==> src/hdl/sbit_defines.svh <==
// Constants of the sixteen-bit interval timer: offsets, field positions, reset values, timing.
// Assumes inclusion by bare name from every file that needs a number of the block.
`ifndef SBIT_DEFINES_SVH
`define SBIT_DEFINES_SVH
`define SBIT_ADDR_W          3
`define SBIT_OFF_GLOBAL_CTRL 3'h0
`define SBIT_OFF_PERIPH_IE   3'h1
`define SBIT_OFF_PERIPH_FLAG 3'h2
`define SBIT_OFF_COUNT_LO    3'h3
`define SBIT_OFF_COUNT_HI    3'h4
`define SBIT_OFF_TIMER_CTRL  3'h5
`define SBIT_BIT_RUN         0
`define SBIT_BIT_SRC         1
`define SBIT_BIT_PS_LO       4
`define SBIT_BIT_PS_HI       5
`define SBIT_BIT_GIE         7
`define SBIT_BIT_PERIPHERAL_INTERRUPT_ENABLE        6
`define SBIT_BIT_ROLL        0
`define SBIT_CTRL_WMASK      8'h33
`define SBIT_CTRL_RESET      8'h00
`define SBIT_COUNT_RESET     16'h0000
`define SBIT_COUNT_MAX       16'hFFFF
`define SBIT_MCLK_MHZ        100
`define SBIT_SYS_MHZ         8
`define SBIT_INSTR_DIV       4
`endif

==> src/hdl/sbit_pkg.sv <==
// Types shared by the interval timer modules.
// Assumes nothing of its surroundings.
package sbit_pkg;
   typedef logic [7:0]  sbit_byte_t;
   typedef logic [15:0] sbit_count_t;
   typedef enum logic [1:0] {SBIT_PS_DIV1, SBIT_PS_DIV2, SBIT_PS_DIV4, SBIT_PS_DIV8} sbit_prescale_e;
endpackage : sbit_pkg

==> src/hdl/sbit_if.sv <==
// Carriers between the timer top, its tick generator and its counter.
// Assumes all three modules run on the one master clock.
`timescale 1ns/10ps
interface sbit_tick_if;
   import sbit_pkg::*;
   logic           gate;      // Counting gate.
   logic           src_sys;   // 1 selects system clock rate.
   sbit_prescale_e prescale;  // Prescale division.
   logic           presc_clr; // Clears the prescaler.
   logic           sleep;     // Freezes all rates.
   logic           tick;      // One-cycle count enable.
   modport ctrl (output gate, src_sys, prescale, presc_clr, sleep, input tick);
   modport gen  (input gate, src_sys, prescale, presc_clr, sleep, output tick);
endinterface : sbit_tick_if

interface sbit_cnt_if;
   import sbit_pkg::*;
   logic        tick;     // Increment enable.
   logic        load_lo;  // Load low byte.
   logic        load_hi;  // Load high byte.
   sbit_byte_t  wdata;    // Byte to load.
   sbit_count_t count;    // Live count.
   logic        rollover; // Wrap pulse.
   modport ctrl (output tick, load_lo, load_hi, wdata, input count, rollover);
   modport cnt  (input tick, load_lo, load_hi, wdata, output count, rollover);
endinterface : sbit_cnt_if

==> src/hdl/sbit_tick_gen.sv <==
// Count-rate generator: system and instruction rates from the master clock, source choice, prescaler.
// Assumes a 100 MHz master clock; the 8 MHz rate is made by a fractional accumulator.
`timescale 1ns/10ps
`include "sbit_defines.svh"
module sbit_tick_gen
   import sbit_pkg::*;
(
   input  wire logic  i_mclk,  // Master clock.
   input  wire logic  i_rst_n, // Synchronised reset, active low.
   sbit_tick_if.gen   tif      // Control and tick.
);
   localparam logic [7:0] STEP = 8'(`SBIT_SYS_MHZ);
   localparam logic [7:0] MODU = 8'(`SBIT_MCLK_MHZ);

   function automatic logic [2:0] presc_limit(input sbit_prescale_e ps);
      return 3'((4'h1 << ps) - 4'h1);
   endfunction : presc_limit

   logic [7:0] acc_reg;
   logic [1:0] quarter_reg;
   logic [2:0] presc_reg;
   logic [7:0] acc_sum;
   logic       sys_tick;
   logic       instr_tick;
   logic       src_tick;

   assign acc_sum    = acc_reg + STEP;
   assign sys_tick   = !tif.sleep && (acc_sum >= MODU);
   assign instr_tick = sys_tick && (quarter_reg == 2'(`SBIT_INSTR_DIV - 1));
   assign src_tick   = tif.src_sys ? sys_tick : instr_tick;
   assign tif.tick   = tif.gate && !tif.presc_clr && src_tick
                       && (presc_reg == presc_limit(tif.prescale));

   always_ff @(posedge i_mclk or negedge i_rst_n) begin
      if (!i_rst_n) begin
         acc_reg <= 8'h00;
      end else if (!tif.sleep) begin
         acc_reg <= sys_tick ? acc_sum - MODU : acc_sum;
      end
   end

   always_ff @(posedge i_mclk or negedge i_rst_n) begin
      if (!i_rst_n) begin
         quarter_reg <= 2'h0;
      end else if (sys_tick) begin
         quarter_reg <= quarter_reg + 2'h1;
      end
   end

   // The prescaler has no software path; it only clears or advances.
   always_ff @(posedge i_mclk or negedge i_rst_n) begin
      if (!i_rst_n) begin
         presc_reg <= 3'h0;
      end else if (tif.presc_clr || !tif.gate) begin
         presc_reg <= 3'h0;
      end else if (src_tick) begin
         presc_reg <= (presc_reg == presc_limit(tif.prescale)) ? 3'h0 : presc_reg + 3'h1;
      end
   end
endmodule : sbit_tick_gen

==> src/hdl/sbit_counter.sv <==
// Sixteen-bit up counter with byte loads and a rollover pulse.
// Assumes load strobes come from register writes and take priority over the tick.
`timescale 1ns/10ps
`include "sbit_defines.svh"
module sbit_counter
   import sbit_pkg::*;
(
   input  wire logic i_mclk,  // Master clock.
   input  wire logic i_rst_n, // Synchronised reset, active low.
   sbit_cnt_if.cnt   cif      // Loads, tick and count.
);
   sbit_count_t count_reg;
   logic        loading;

   assign loading      = cif.load_lo || cif.load_hi;
   assign cif.count    = count_reg;
   assign cif.rollover = cif.tick && !loading && (count_reg == `SBIT_COUNT_MAX);

   always_ff @(posedge i_mclk or negedge i_rst_n) begin
      if (!i_rst_n) begin
         count_reg <= `SBIT_COUNT_RESET;
      end else if (loading) begin
         if (cif.load_lo) begin
            count_reg[7:0] <= cif.wdata;
         end
         if (cif.load_hi) begin
            count_reg[15:8] <= cif.wdata;
         end
      end else if (cif.tick) begin
         count_reg <= count_reg + 16'h0001;
      end
   end
endmodule : sbit_counter

==> src/hdl/sbit_timer.sv <==
// Top of the sixteen-bit interval timer: register port, control, flag and interrupt request.
// Assumes a synchronous register master, one strobe per cycle, read data sampled one cycle later.
//
// Design decisions made here: the placing of the registers and strobed register access.
`timescale 1ns/10ps
`include "sbit_defines.svh"
module sbit_timer
   import sbit_pkg::*;
(
   input  wire logic                    i_mclk,    // Master clock, 100 MHz.
   input  wire logic                    i_reset_n, // Asynchronous reset, active low.
   input  wire logic [`SBIT_ADDR_W-1:0] i_addr,    // Register address.
   input  wire logic [7:0]              i_wdata,   // Write data.
   input  wire logic                    i_wr,      // Write strobe.
   input  wire logic                    i_rd,      // Read strobe.
   input  wire logic                    i_sleep,   // Device in sleep.
   output logic      [7:0]              o_rdata,   // Read data, one cycle after the strobe.
   output logic                         o_irq,     // Rollover interrupt request.
   output logic      [15:0]             o_count    // Registered count for other units.
);
   // Reset release through two flip-flops.
   logic rst_meta_reg;
   logic rst_n;

   always_ff @(posedge i_mclk or negedge i_reset_n) begin
      if (!i_reset_n) begin
         rst_meta_reg <= 1'b0;
         rst_n        <= 1'b0;
      end else begin
         rst_meta_reg <= 1'b1;
         rst_n        <= rst_meta_reg;
      end
   end

   function automatic logic hit(input logic [`SBIT_ADDR_W-1:0] a, input logic [`SBIT_ADDR_W-1:0] off);
      return a == off;
   endfunction : hit

   // Write decode.
   logic wr_gctrl;
   logic wr_pie;
   logic wr_pflag;
   logic wr_lo;
   logic wr_hi;
   logic wr_tctrl;

   assign wr_gctrl = i_wr && hit(i_addr, `SBIT_OFF_GLOBAL_CTRL);
   assign wr_pie   = i_wr && hit(i_addr, `SBIT_OFF_PERIPH_IE);
   assign wr_pflag = i_wr && hit(i_addr, `SBIT_OFF_PERIPH_FLAG);
   assign wr_lo    = i_wr && hit(i_addr, `SBIT_OFF_COUNT_LO);
   assign wr_hi    = i_wr && hit(i_addr, `SBIT_OFF_COUNT_HI);
   assign wr_tctrl = i_wr && hit(i_addr, `SBIT_OFF_TIMER_CTRL);

   // Control register: run enable, clock source, prescale field.
   logic [7:0] tctrl_reg;
   logic       run_enable;
   logic       clock_source_select;
   logic [1:0] prescale_select;

   always_ff @(posedge i_mclk or negedge rst_n) begin
      if (!rst_n) begin
         tctrl_reg <= `SBIT_CTRL_RESET;
      end else if (wr_tctrl) begin
         tctrl_reg <= i_wdata & `SBIT_CTRL_WMASK;
      end
   end

   assign run_enable          = tctrl_reg[`SBIT_BIT_RUN];
   assign clock_source_select = tctrl_reg[`SBIT_BIT_SRC];
   assign prescale_select     = tctrl_reg[`SBIT_BIT_PS_HI:`SBIT_BIT_PS_LO];

   // Gate flip-flop: follows run enable; a write of zero clears it in the same edge.
   logic gate_reg;

   always_ff @(posedge i_mclk or negedge rst_n) begin
      if (!rst_n) begin
         gate_reg <= 1'b0;
      end else if (wr_tctrl) begin
         gate_reg <= i_wdata[`SBIT_BIT_RUN];
      end else begin
         gate_reg <= run_enable;
      end
   end

   // Global and peripheral enables.
   logic global_interrupt_enable;
   logic peripheral_interrupt_enable;
   logic rollover_interrupt_enable;

   always_ff @(posedge i_mclk or negedge rst_n) begin
      if (!rst_n) begin
         global_interrupt_enable     <= 1'b0;
         peripheral_interrupt_enable <= 1'b0;
      end else if (wr_gctrl) begin
         global_interrupt_enable     <= i_wdata[`SBIT_BIT_GIE];
         peripheral_interrupt_enable <= i_wdata[`SBIT_BIT_PERIPHERAL_INTERRUPT_ENABLE];
      end
   end

   always_ff @(posedge i_mclk or negedge rst_n) begin
      if (!rst_n) begin
         rollover_interrupt_enable <= 1'b0;
      end else if (wr_pie) begin
         rollover_interrupt_enable <= i_wdata[`SBIT_BIT_ROLL];
      end
   end

   // Tick generator and counter.
   sbit_tick_if tif ();
   sbit_cnt_if  cif ();

   assign tif.gate      = gate_reg && run_enable;
   assign tif.src_sys   = clock_source_select;
   assign tif.prescale  = sbit_prescale_e'(prescale_select);
   assign tif.presc_clr = wr_lo || wr_hi;
   assign tif.sleep     = i_sleep;

   assign cif.tick    = tif.tick;
   assign cif.load_lo = wr_lo;
   assign cif.load_hi = wr_hi;
   assign cif.wdata   = i_wdata;

   sbit_tick_gen u_tick_gen (
      .i_mclk  (i_mclk),
      .i_rst_n (rst_n),
      .tif     (tif.gen)
   );

   sbit_counter u_counter (
      .i_mclk  (i_mclk),
      .i_rst_n (rst_n),
      .cif     (cif.cnt)
   );

   // Rollover flag: hardware sets, software writes; a set in the clearing cycle wins.
   logic rollover_flag;

   always_ff @(posedge i_mclk or negedge rst_n) begin
      if (!rst_n) begin
         rollover_flag <= 1'b0;
      end else if (cif.rollover) begin
         rollover_flag <= 1'b1;
      end else if (wr_pflag) begin
         rollover_flag <= i_wdata[`SBIT_BIT_ROLL];
      end
   end

   // The request is held low while run enable is clear; sleep does not gate it, though the count is frozen there.
   always_ff @(posedge i_mclk or negedge rst_n) begin
      if (!rst_n) begin
         o_irq <= 1'b0;
      end else begin
         o_irq <= rollover_flag && run_enable && rollover_interrupt_enable
                  && peripheral_interrupt_enable && global_interrupt_enable;
      end
   end

   always_ff @(posedge i_mclk or negedge rst_n) begin
      if (!rst_n) begin
         o_count <= `SBIT_COUNT_RESET;
      end else begin
         o_count <= cif.count;
      end
   end

   // Read path: data stands only in the cycle after the strobe; unmapped reads return zero.
   logic [7:0] rd_mux;

   always_comb begin
      rd_mux = 8'h00;
      unique case (i_addr)
         `SBIT_OFF_GLOBAL_CTRL: begin
            rd_mux[`SBIT_BIT_GIE]  = global_interrupt_enable;
            rd_mux[`SBIT_BIT_PERIPHERAL_INTERRUPT_ENABLE] = peripheral_interrupt_enable;
         end
         `SBIT_OFF_PERIPH_IE: begin
            rd_mux[`SBIT_BIT_ROLL] = rollover_interrupt_enable;
         end
         `SBIT_OFF_PERIPH_FLAG: begin
            rd_mux[`SBIT_BIT_ROLL] = rollover_flag;
         end
         `SBIT_OFF_COUNT_LO: begin
            rd_mux = cif.count[7:0];
         end
         `SBIT_OFF_COUNT_HI: begin
            rd_mux = cif.count[15:8];
         end
         `SBIT_OFF_TIMER_CTRL: begin
            rd_mux = tctrl_reg;
         end
         default: begin
            rd_mux = 8'h00;
         end
      endcase
   end

   always_ff @(posedge i_mclk or negedge rst_n) begin
      if (!rst_n) begin
         o_rdata <= 8'h00;
      end else begin
         o_rdata <= i_rd ? rd_mux : 8'h00;
      end
   end
endmodule : sbit_timer

==> config.mk <==
export PLATFORM = sky130hd
export DESIGN_NAME = sbit_timer
export DESIGN_NICKNAME = d
export VERILOG_FILES = /design/src/hdl/sbit_pkg.sv /design/src/hdl/sbit_if.sv /design/src/hdl/sbit_tick_gen.sv /design/src/hdl/sbit_counter.sv /design/src/hdl/sbit_timer.sv
export VERILOG_INCLUDE_DIRS = /design/src /design/src/hdl
export SDC_FILE = /design/constraint.sdc
export NUM_CORES = 1
export LEC_CHECK = 0
export BUFFER_PORTS_ARGS = -buffer_cell sky130_fd_sc_hd__buf_4
export CAP_MARGIN = 20
export CORE_ASPECT_RATIO = 1.75
export CORE_MARGIN = 1
export CORE_UTILIZATION = 35
export CTS_CLUSTER_SIZE = 25
export DETAILED_ROUTE_END_ITERATION = 8
export GPL_ROUTABILITY_DRIVEN = 0
export GPL_TIMING_DRIVEN = 0
export PLACE_DENSITY = 0.56
export SYNTH_ARGS = -nofsm -noshare
export SYNTH_HDL_FRONTEND = slang
export SYNTH_SLANG_ARGS = --single-unit
==> constraint.sdc <==
create_clock -name i_mclk -period 2 [get_ports i_mclk]
set_input_delay 0.2 -clock i_mclk [delete_from_list [all_inputs] [get_ports i_mclk]]
set_output_delay 0.2 -clock i_mclk [all_outputs]
set_load 0.01 [all_outputs]
==> results of run 1 <==
-- layer usage --
layer	track usage, %	vias to the layer above	share of wire (%)
met5	0	-	0
met4	11.9	0	4.1
met3	3.68	31	3.4
met2	36.4	64	57
met1	20.2	1393	35
li1	-	1289	-
-- path summary, 6_finish.rpt --
path / slack, ns / cells past startpoint / end / from
worst max register to register: -0.05 / 5 / u_counter.cif.count[1] / u_tick_gen.presc_reg[0]
worst max-delay path: -0.05 / 5 / u_counter.cif.count[1] / u_tick_gen.presc_reg[0]
worst min-delay path: 0.11 / 2 / tctrl_reg[4] / i_wdata[4]
min in group asynchronous: 0.19 / 2 / rst_meta_reg / i_reset_n
max in group asynchronous: 1.07 / 1 / o_count[5] / rst_n
worst min register to register: 0.31 / 0 / o_irq / rst_n
-- logic make-up after synthesis --
kind of cell / Yosys count / synth area share, %
flops: 63 / 47.8
other cells: 1 / 0.114
simple gates: 108 / 17.3
compound gates: 81 / 21.2
fa+ha+maj: 7 / 2.65
buf+inv: 20 / 2.96
xor+xnor: 7 / 1.86
mux: 18 / 6.18
-- worst register-to-register path, delay by kind of cell (launching register included) --
family,cells,cell delay [ns]
AOI/OAI and AO/OA,3,0.67
and+or+nand+nor,1,0.55
DFF,1,0.39
muxes,1,0.32
-- where the power goes --
group / switching, W / leakage (nW) / internal (W) / total (W)
combinational: 0.000793 / 0.946 / 0.000832 / 0.00162
sequential: 0.000240 / 0.803 / 0.00149 / 0.00173
clock: 0.000539 / 0.140 / 0.000926 / 0.00146
total: 0.00157 / 1.89 / 0.00324 / 0.00482
-- stage by stage --
step | total power, W | area (um^2) | TNS (ns)
4_1_cts | 0.00468 | 4250 | -0.0145
6_report | 0.00482 | 4420 | -0.105
3_3_place_gp | 0.00291 | 3740 | -42.32
3_5_place_dp | 0.00295 | 3760 | -4.72
5_1_grt | 0.00507 | 4420 | -0.562
2_1_floorplan | 0.00260 | 3310 | -0.0994
-- synthesized netlist by cell type, types with 2 or more instances --
cell / instances / share of area [%]
dfrtp_1: 63 / 48
nor2_1: 23 / 2.6
nand3_1: 19 / 2.9
nand2_1: 18 / 2.0
a21oi_1: 12 / 1.8
nor2b_1: 12 / 2.3
mux2_2: 11 / 3.8
a221oi_2: 9 / 4.1
nor3_1: 9 / 1.4
o21ai_0: 9 / 1.4
a22oi_1: 7 / 1.6
ha_1: 7 / 2.7
o211ai_1: 6 / 1.4
a311oi_1: 5 / 1.3
a31oi_1: 5 / 0.95
clkbuf_1: 5 / 0.57
inv_1: 5 / 0.57
mux2i_1: 5 / 1.5
buf_2: 4 / 0.61
o22ai_1: 4 / 0.76
xnor2_1: 4 / 1.1
a22o_1: 3 / 0.80
and2_1: 3 / 0.57
nand4_1: 3 / 0.57
o21ai_4: 3 / 1.5
xor2_1: 3 / 0.80
a211oi_1: 2 / 0.45
a21o_1: 2 / 0.45
and3b_1: 2 / 0.53
clkbuf_2: 2 / 0.30
mux2_4: 2 / 0.91
nand2b_1: 2 / 0.38
nand4b_1: 2 / 0.53
nor3b_1: 2 / 0.45
nor4_1: 2 / 0.38
o21a_1: 2 / 0.45
or3_1: 2 / 0.38
-- final cells by class --
cell class | count | share of cell area [%]
clock buffers | 12 | 6.03
multi-input cells | 222 | 40.7
clock inverters | 3 | 0.396
repair buffers | 63 | 11.3
well taps | 120 | 3.40
plain buffers | 14 | 1.90
flip-flops and latches | 63 | 35.8
inverters | 5 | 0.425
-- repair_timing --
action	CTS	global route
setup endpoints to repair	25	17
endpoints found under the hold margin	2	0
pin swaps	7	16
hold buffers	1	0
gates resized for setup	18	15
setup buffers	15	8
==> results.txt, run 1 <==
Ys Warns: 0
P_leak: 1.89 nW
Yosys cell types: 63
Worst EP arrival: 2.27 ns
Fmax: 487 MHz
Cell Area, Synth: 0.00330 mm^2
TritonCTS Sinks: 63
vias per cell: 5.53
Critical-path top delay cell: or4_4
IO Count: 41
Max Slew Vio Count: 0
final setup fails: 5
grt total ovfl: 0
register area: 0.00158 mm^2
Setup WS post-layout: -0.0539 ns
maxcap violations: 0
Inserted Clock Buffers: 9
syn nets: 328
multi-input logic area: 0.00180 mm^2
Placed Cells incl. Taps: 464
crit-path cells: or4_4, a21oi_4, o2111ai_4, o21ai_4, mux2_4
initial antenna violation count: 0
utilization after layout: 48.6%
# rows: 46
commonest non-fill, non-tap cell in the layout: buf_4
min cycle time layout: 2.05 ns
Area Growth Syn to Fin: 33.9%
outcome: complete, but fails checks
Max VDD drop: 697 uV
highest fanout seen on the critical path: 3
Worst path top cell family by delay: compound AO/OA/AOI/OAI gates
final wirelength: 8950 um
clk root buf: clkbuf_16
drt drc: 0
Max clock buf depth: 2
commonest cells after routing, fill and taps aside: 59 x buf_4, 58 x dfrtp_1, 22 x nor2_1
sequential area share after synthesis: 47.8%
TritonCTS clock tree: yes
Syn Area/Cell: 10.8 um^2
antenna fix cells: 0
Starting Density: 36.3%
DRT antenna net count: 0
failing checks: negative setup slack
clock slew at the register clock pins of the worst setup and hold paths: 0.05 ns
initial DRC count: 199
Final period util: 103%
Max-slew headroom: 53.6%
Die ar.: 0.00983 mm^2
crit path kind: flip-flop to flip-flop
Gate Count Post-Synth: 305
fillcell total: 887
nets: 401
largest net degree at the start of global routing: 33
Clk Latency, worst-skew pair: 0.34 ns
hold slack: 0.112 ns
1st-pass router iterations: 4
Worst Tran Pin Value: 0.696 ns
Fin. Hold Viols: 0
DIE WIDTH: 75.4 um
final cell count without fillers: 502
vias: 2777
wire per inst: 17.8 um
EDFF count, synth: 0
gr usage total: 19.9%
CP Capture Type: flip-flop
register bit total from synthesis: 63
Critical Path RT: 2.21 ns
Std-Cell Core Area: 0.00909 mm^2
number of global-route vias before repair: 2775
final clock skew: 0.00605 ns
Crit path buffers/inverters: 0
ys flop type: dfrtp_1
power density cells: 1090 mW/mm^2
dpl ws: -0.365 ns
worst hold path class: primary input to flip-flop
Detail Placement HPWL: 6300 um
# H-tree levels: 3
Die Ht: 130 um
startpoint types: flip-flop
layout cell share with drive strength beyond 1: 37.2%
slowest stage delay, CP: 0.55 ns
Async S/R FF share, synth: 100%
PortBufs: 38
first-pass GRT wire length: 14200 um
unrepaired setup endpoints after global routing: yes
Power figures use the tool's default switching activity.
==> inputs of run 2 (changes only) <==
--- a/config.mk
+++ b/config.mk
@@ -8,14 +8,16 @@
 export LEC_CHECK = 0
 export BUFFER_PORTS_ARGS = -buffer_cell sky130_fd_sc_hd__buf_4
 export CAP_MARGIN = 20
+export CELL_PAD_IN_SITES_DETAIL_PLACEMENT = 1
+export CELL_PAD_IN_SITES_GLOBAL_PLACEMENT = 2
 export CORE_ASPECT_RATIO = 1.75
 export CORE_MARGIN = 1
-export CORE_UTILIZATION = 35
+export CORE_UTILIZATION = 34
 export CTS_CLUSTER_SIZE = 25
 export DETAILED_ROUTE_END_ITERATION = 8
 export GPL_ROUTABILITY_DRIVEN = 0
 export GPL_TIMING_DRIVEN = 0
-export PLACE_DENSITY = 0.56
+export PLACE_DENSITY = 0.76
 export SYNTH_ARGS = -nofsm -noshare
 export SYNTH_HDL_FRONTEND = slang
 export SYNTH_SLANG_ARGS = --single-unit
==> run 2 against run 1 <==
The flow still finishes with violations (negative setup slack); global-route usage increased by 0.82 points; routed wire length is 10% higher; flip-flop and latch count stayed put; highest routed layer unchanged; die area rose by 2.9%; maximum frequency is 1.1% lower; worst setup slack worse by 0.024 ns; design area down 0.20%; hold slack worse by 0.0041 ns; clock skew is 0.0022 ns lower; register-to-register slack worse by 0.02 ns; sequential power hardly changed.
==> results.txt, run 2 (synthesis gave the netlist of run 1 again) <==
outcome: complete, but fails checks
failing checks: negative setup slack
Max VDD drop: 714 uV (+2.5%)
final clock skew: 0.00380 ns (-0.00225 ns)
TritonCTS clock tree: yes
worst hold path class: primary input to flip-flop
Clk Latency, worst-skew pair: 0.33 ns (about the same)
largest net degree at the start of global routing: 38 (+15%)
antenna fix cells: 0 (unchanged)
final wirelength: 9840 um (+10%)
initial antenna violation count: 0 (unchanged)
Std-Cell Core Area: 0.00947 mm^2 (+4.1%)
Worst EP arrival: 2.29 ns (+0.02 ns)
Max Slew Vio Count: 0 (unchanged)
Hold Path Origin: i_wdata[4]
DIE WIDTH: 76.5 um (+1.4%)
vias per cell: 5.56 (+0.56%)
final setup fails: 11 (+6)
min cycle time layout: 2.08 ns (+0.0236 ns)
clock slew at the register clock pins of the worst setup and hold paths: 0.05 ns (about the same)
reg2reg start: tctrl_reg[5]
P_leak: 1.86 nW (-1.3%)
Setup TNS: -0.342 ns (-0.237 ns)
drt drc: 0 (unchanged)
Detail Placement HPWL: 7150 um (+13%)
maxcap violations: 0 (unchanged)
Flop pwr share: 35.4% (-0.4 points)
commonest non-fill, non-tap cell in the layout: dfrtp_1
Worst path top cell family by delay: compound AO/OA/AOI/OAI gates
Clock Power Share: 32.0% (+1.6 points)
Max clock buf depth: 2 (unchanged)
Starting Density: 34.8% (-1.4 points)
Fmax: 481 MHz (-1.1%)
CP Capture Type: flip-flop
Comb pwr share: 32.6% (-1.1 points)
startpoint types: flip-flop
commonest cells after routing, fill and taps aside: 58 x dfrtp_1, 52 x buf_4, 21 x nor2_1
wire per inst: 19.7 um (+11%)
Worst Tran Pin Value: 0.763 ns (+0.0673 ns)
Critical Path RT: 2.21 ns (about the same)
clk root buf: clkbuf_16
first-pass GRT wire length: 15800 um (+11%)
Final period util: 104% (+1.2 points)
Die Ht: 132 um (+1.4%)
gr usage total: 20.7% (+0.82 points)
Max-slew headroom: 48.9% (-4.7 points)
grt total ovfl: 0 (unchanged)
Crit path buffers/inverters: 0 (unchanged)
NetSw: 0.00162 W (+3.1%)
Setup WS post-layout: -0.0775 ns (-0.0236 ns)
layout cell share with drive strength beyond 1: 36.3% (-0.83 points)
power density cells: 1110 mW/mm^2 (+1.8%)
Die ar.: 0.0101 mm^2 (+2.9%)
Fin. Hold Viols: 0 (unchanged)
IO Count: 41 (unchanged)
nets: 395 (-1.5%)
TritonCTS Sinks: 63 (unchanged)
crit path kind: flip-flop to flip-flop
Inserted Clock Buffers: 9 (unchanged)
switching fraction of total power: 33.1% (+0.48 points)
Area Growth Syn to Fin: 33.6%
Worst Setup SP: tctrl_reg[5]
Final Total Pwr: 0.00489 W (+1.6%)
PortBufs: 38 (unchanged)
vias: 2776 (-0.036%)
crit-path cells: or4_4, a21oi_4, o2111ai_4, o21ai_4, mux2_4
initial DRC count: 92 (-54%)
DRT antenna net count: 0 (unchanged)
# rows: 47 (+2.2%)
highest fanout seen on the critical path: 4 (+1)
1st-pass router iterations: 6 (+2)
number of global-route vias before repair: 3050 (+9.9%)
Critical-path top delay cell: or4_4
# H-tree levels: 3 (unchanged)
unrepaired setup endpoints after global routing: yes
Int Power: 0.00327 W (+0.88%)
slowest stage delay, CP: 0.53 ns (-0.02 ns)
-- run 2: worst paths after layout --
path,cells after the start,to,slack (ns)
min,2,tctrl_reg[4],0.11
max in group asynchronous,1,u_counter.cif.count[10],1.11
min reg2reg,0,u_tick_gen.presc_reg[2],0.28
max,5,u_counter.cif.count[1],-0.08
min in group asynchronous,2,rst_n,0.19
max reg2reg,5,u_counter.cif.count[1],-0.08
-- run 2: metrics by stage --
stage	hold slack, ns	cells	worst slack [ns]	util, %	instance area [um^2]
after floorplan	-0.0956	305	-0.0531	-	3310
after global placement	-0.0175	465	-0.687	39.6	3740
after detailed placement	-0.0171	466	-0.472	39.8	3770
after CTS	0.106	497	-0.0853	45.3	4290
after global routing	0.128	499	-0.134	46.6	4410
final	0.108	499	-0.0775	46.6	4410
-- run 2: repair_timing --
item,in CTS,in global routing
hold endpoints to repair,2,0
hold buffers,1,0
pin swaps,7,6
gates resized for setup,19,13
gates cloned,0,1
buffers inserted,15,1
setup endpoints to repair,26,19
-- run 2: routing by layer --
layer  track usage [%]  vias to the layer above  part of all wire [%]
li1                  -                     1273                     -
met1              21.0                     1407                    36
met2              37.7                       64                    56
met3              4.22                       32                   2.8
met4              13.8                        0                   4.9
met5                 0                        -                     0
-- run 2: layout make-up --
type	count	area, um^2
buffer	14	83.8
clock buffer	11	243
inverter	5	18.8
timing repair buffer	57	480
fill	1039	5060
sequential	63	1580
tap	122	153
clock inverter	5	57.6
multi-input combinational	222	1790
-- run 2: power by group through the flow --
stage          logic [W]  registers (W)  clock network (W)
6_report         0.00159        0.00173            0.00157
4_1_cts          0.00152        0.00173            0.00159
5_1_grt          0.00175        0.00177            0.00166
3_5_place_dp     0.00127        0.00173                  0
3_3_place_gp     0.00119        0.00173                  0
2_1_floorplan   0.000920        0.00168                  0
==> inputs of run 3 (changes only) <==
==> constraint.sdc (replaced) <==
create_clock -name i_mclk -period 1.7 [get_ports i_mclk]
set_input_delay 0.17 -clock i_mclk [delete_from_list [all_inputs] [get_ports i_mclk]]
set_output_delay 0.17 -clock i_mclk [all_outputs]
set_load 0.01 [all_outputs]
==> run 3 against run 2 <==
The run still ends with negative setup slack left; cell count grew 2.4%; first-iteration DRC count up 30%; hold slack got worse by 0.025 ns; largest power group is now combinational logic.
==> results.txt, run 3 (synthesis gave the netlist of run 1 again) <==
# H-tree levels: 3 (unchanged)
Die Ht: 132 um (unchanged)
Max clock buf depth: 2 (unchanged)
reg2reg start: tctrl_reg[5]
failing checks: negative setup slack
# rows: 47 (unchanged)
Max VDD drop: 859 uV (+20%)
Starting Density: 34.8% (unchanged)
final setup fails: 26 (+15)
antenna fix cells: 0 (unchanged)
Critical-path top delay cell: or4_4
fillcell total: 1021 (-1.7%)
Fmax: 475 MHz (-1.3%)
TritonCTS Sinks: 63 (unchanged)
layout cell share with drive strength beyond 1: 40.6% (+4.3 points)
outcome: complete, but fails checks
Setup WS post-layout: -0.406 ns (-0.328 ns)
crit path kind: flip-flop to flip-flop
Final period util: 124% (+20 points)
CP Capture Type: flip-flop
TritonCTS clock tree: yes
startpoint types: flip-flop
Fin. Hold Viols: 0 (unchanged)
DIE WIDTH: 76.5 um (unchanged)
R2R depth: 5 (unchanged)
Reg2Reg Setup Slack: -0.41 ns (-0.33 ns)
vias per cell: 5.50 (-1.2%)
dpl ws: -0.565 ns (-0.0930 ns)
unrepaired setup endpoints after global routing: yes
hold slack: 0.0828 ns (-0.0253 ns)
Area Growth Syn to Fin: 40.4%
Worst Tran Pin Value: 0.769 ns (+0.00630 ns)
clock slew at the register clock pins of the worst setup and hold paths: 0.05 ns (about the same)
Worst Hold Path EP: tctrl_reg[4]
commonest cells after routing, fill and taps aside: 58 x buf_4, 58 x dfrtp_1, 22 x nor2_1
number of global-route vias before repair: 3014 (-1.2%)
FF-to-FF End: u_counter.cif.count[1]
IO Count: 41 (unchanged)
Inserted Clock Buffers: 9 (unchanged)
maxcap violations: 0 (unchanged)
Clk Latency, worst-skew pair: 0.33 ns (about the same)
highest fanout seen on the critical path: 4 (unchanged)
Std-Cell Core Area: 0.00947 mm^2 (unchanged)
Die ar.: 0.0101 mm^2 (unchanged)
Worst EP arrival: 2.32 ns (+0.03 ns)
initial antenna violation count: 0 (unchanged)
worst hold path class: primary input to flip-flop
Max-slew headroom: 48.5% (-0.42 points)
Max Slew Vio Count: 0 (unchanged)
crit-path cells: or4_4, a21oi_4, o2111ai_4, o21ai_4, mux2_4
final cell count without fillers: 511 (+2.4%)
Worst Hold Depth: 2 (unchanged)
P_leak: 1.96 nW (+5.2%)
grt total ovfl: 0 (unchanged)
DRT antenna net count: 0 (unchanged)
1st-pass router iterations: 5 (-1)
Detail Placement HPWL: 7050 um (-1.3%)
min cycle time layout: 2.11 ns (+0.0282 ns)
Hold Path Origin: i_wdata[4]
initial DRC count: 120 (+30%)
first-pass GRT wire length: 15700 um (-0.65%)
Placed Cells incl. Taps: 466 (unchanged)
nets: 407 (+3.0%)
clk root buf: clkbuf_16
vias: 2808 (+1.2%)
slowest stage delay, CP: 0.53 ns (about the same)
gr usage total: 20.6% (-0.14 points)
PortBufs: 38 (unchanged)
Critical Path RT: 1.92 ns (-0.29 ns)
drt drc: 0 (unchanged)
largest net degree at the start of global routing: 38 (unchanged)
final wirelength: 10000 um (+1.8%)
power density cells: 1410 mW/mm^2 (+27%)
final clock skew: 0.00725 ns (+0.00345 ns)
wire per inst: 19.6 um (-0.62%)
-- run 3: worst max path at each step --
stage,startpoint,end,slack (ns),cells past startpoint
5_1_grt,tctrl_reg[5],u_counter.cif.count[1],-0.45,5
4_1_cts,tctrl_reg[5],u_counter.cif.count[1],-0.39,5
3_5_place_dp,tctrl_reg[5],u_counter.cif.count[1],-0.56,5
2_1_floorplan,tctrl_reg[4],u_counter.cif.count[1],-0.35,5
3_3_place_gp,u_counter.cif.count[0],u_counter.cif.count[15],-0.59,5
6_report,tctrl_reg[5],u_counter.cif.count[1],-0.41,5
-- run 3: cell type report --
type,count,area (um^2),share of cell area (%)
clock buffers,13,250,5.40
repair buffers,69,588,12.7
plain buffers,14,78.8,1.70
flip-flops and latches,63,1580,34.2
multi-input cells,222,1870,40.4
clock inverters,3,90.1,1.94
well taps,122,153,3.30
inverters,5,18.8,0.405
-- run 3: repair_timing --
item | CTS | global route
pin swaps | 12 | 17
buffers inserted | 16 | 14
cloned | 1 | 0
gates resized for setup | 19 | 23
endpoints found under the hold margin | 2 | 0
hold buffers | 1 | 0
setup endpoints to repair | 25 | 28
-- run 3: per-stage QoR --
step	util, %	instance area, um^2	total power [W]	TNS (ns)
3_5_place_dp	40.6	3840	0.00373	-9.04
5_1_grt	48.9	4630	0.00684	-7.49
3_3_place_gp	40.4	3820	0.00365	-8.50
4_1_cts	46.8	4430	0.00617	-6.01
2_1_floorplan	-	3390	0.00325	-2.70
6_report	48.9	4630	0.00652	-5.95
-- run 3: per-layer routing --
metal / global-route usage (%) / up-vias / wire length (um)
met3: 4.29 / 26 / 270
met2: 39.0 / 67 / 5730
met1: 20.4 / 1415 / 3630
met4: 11.0 / 0 / 392
met5: 0 / - / 0
li1: - / 1300 / -
-- run 3: report_power, final --
part	total [W]	internal [W]	leakage, nW	switching [W]
logic	0.00236	0.00124	0.995	0.00112
registers	0.00205	0.00175	0.803	0.000304
clock network	0.00211	0.00147	0.164	0.000640
total	0.00652	0.00446	1.96	0.00206
-- run 3: critical path, delay by kind of cell (launching register included) --
kind / cells / cell delay (ns)
DFF: 1 / 0.42
AOI/OAI and AO/OA: 3 / 0.70
and+or+nand+nor: 1 / 0.53
muxes: 1 / 0.33
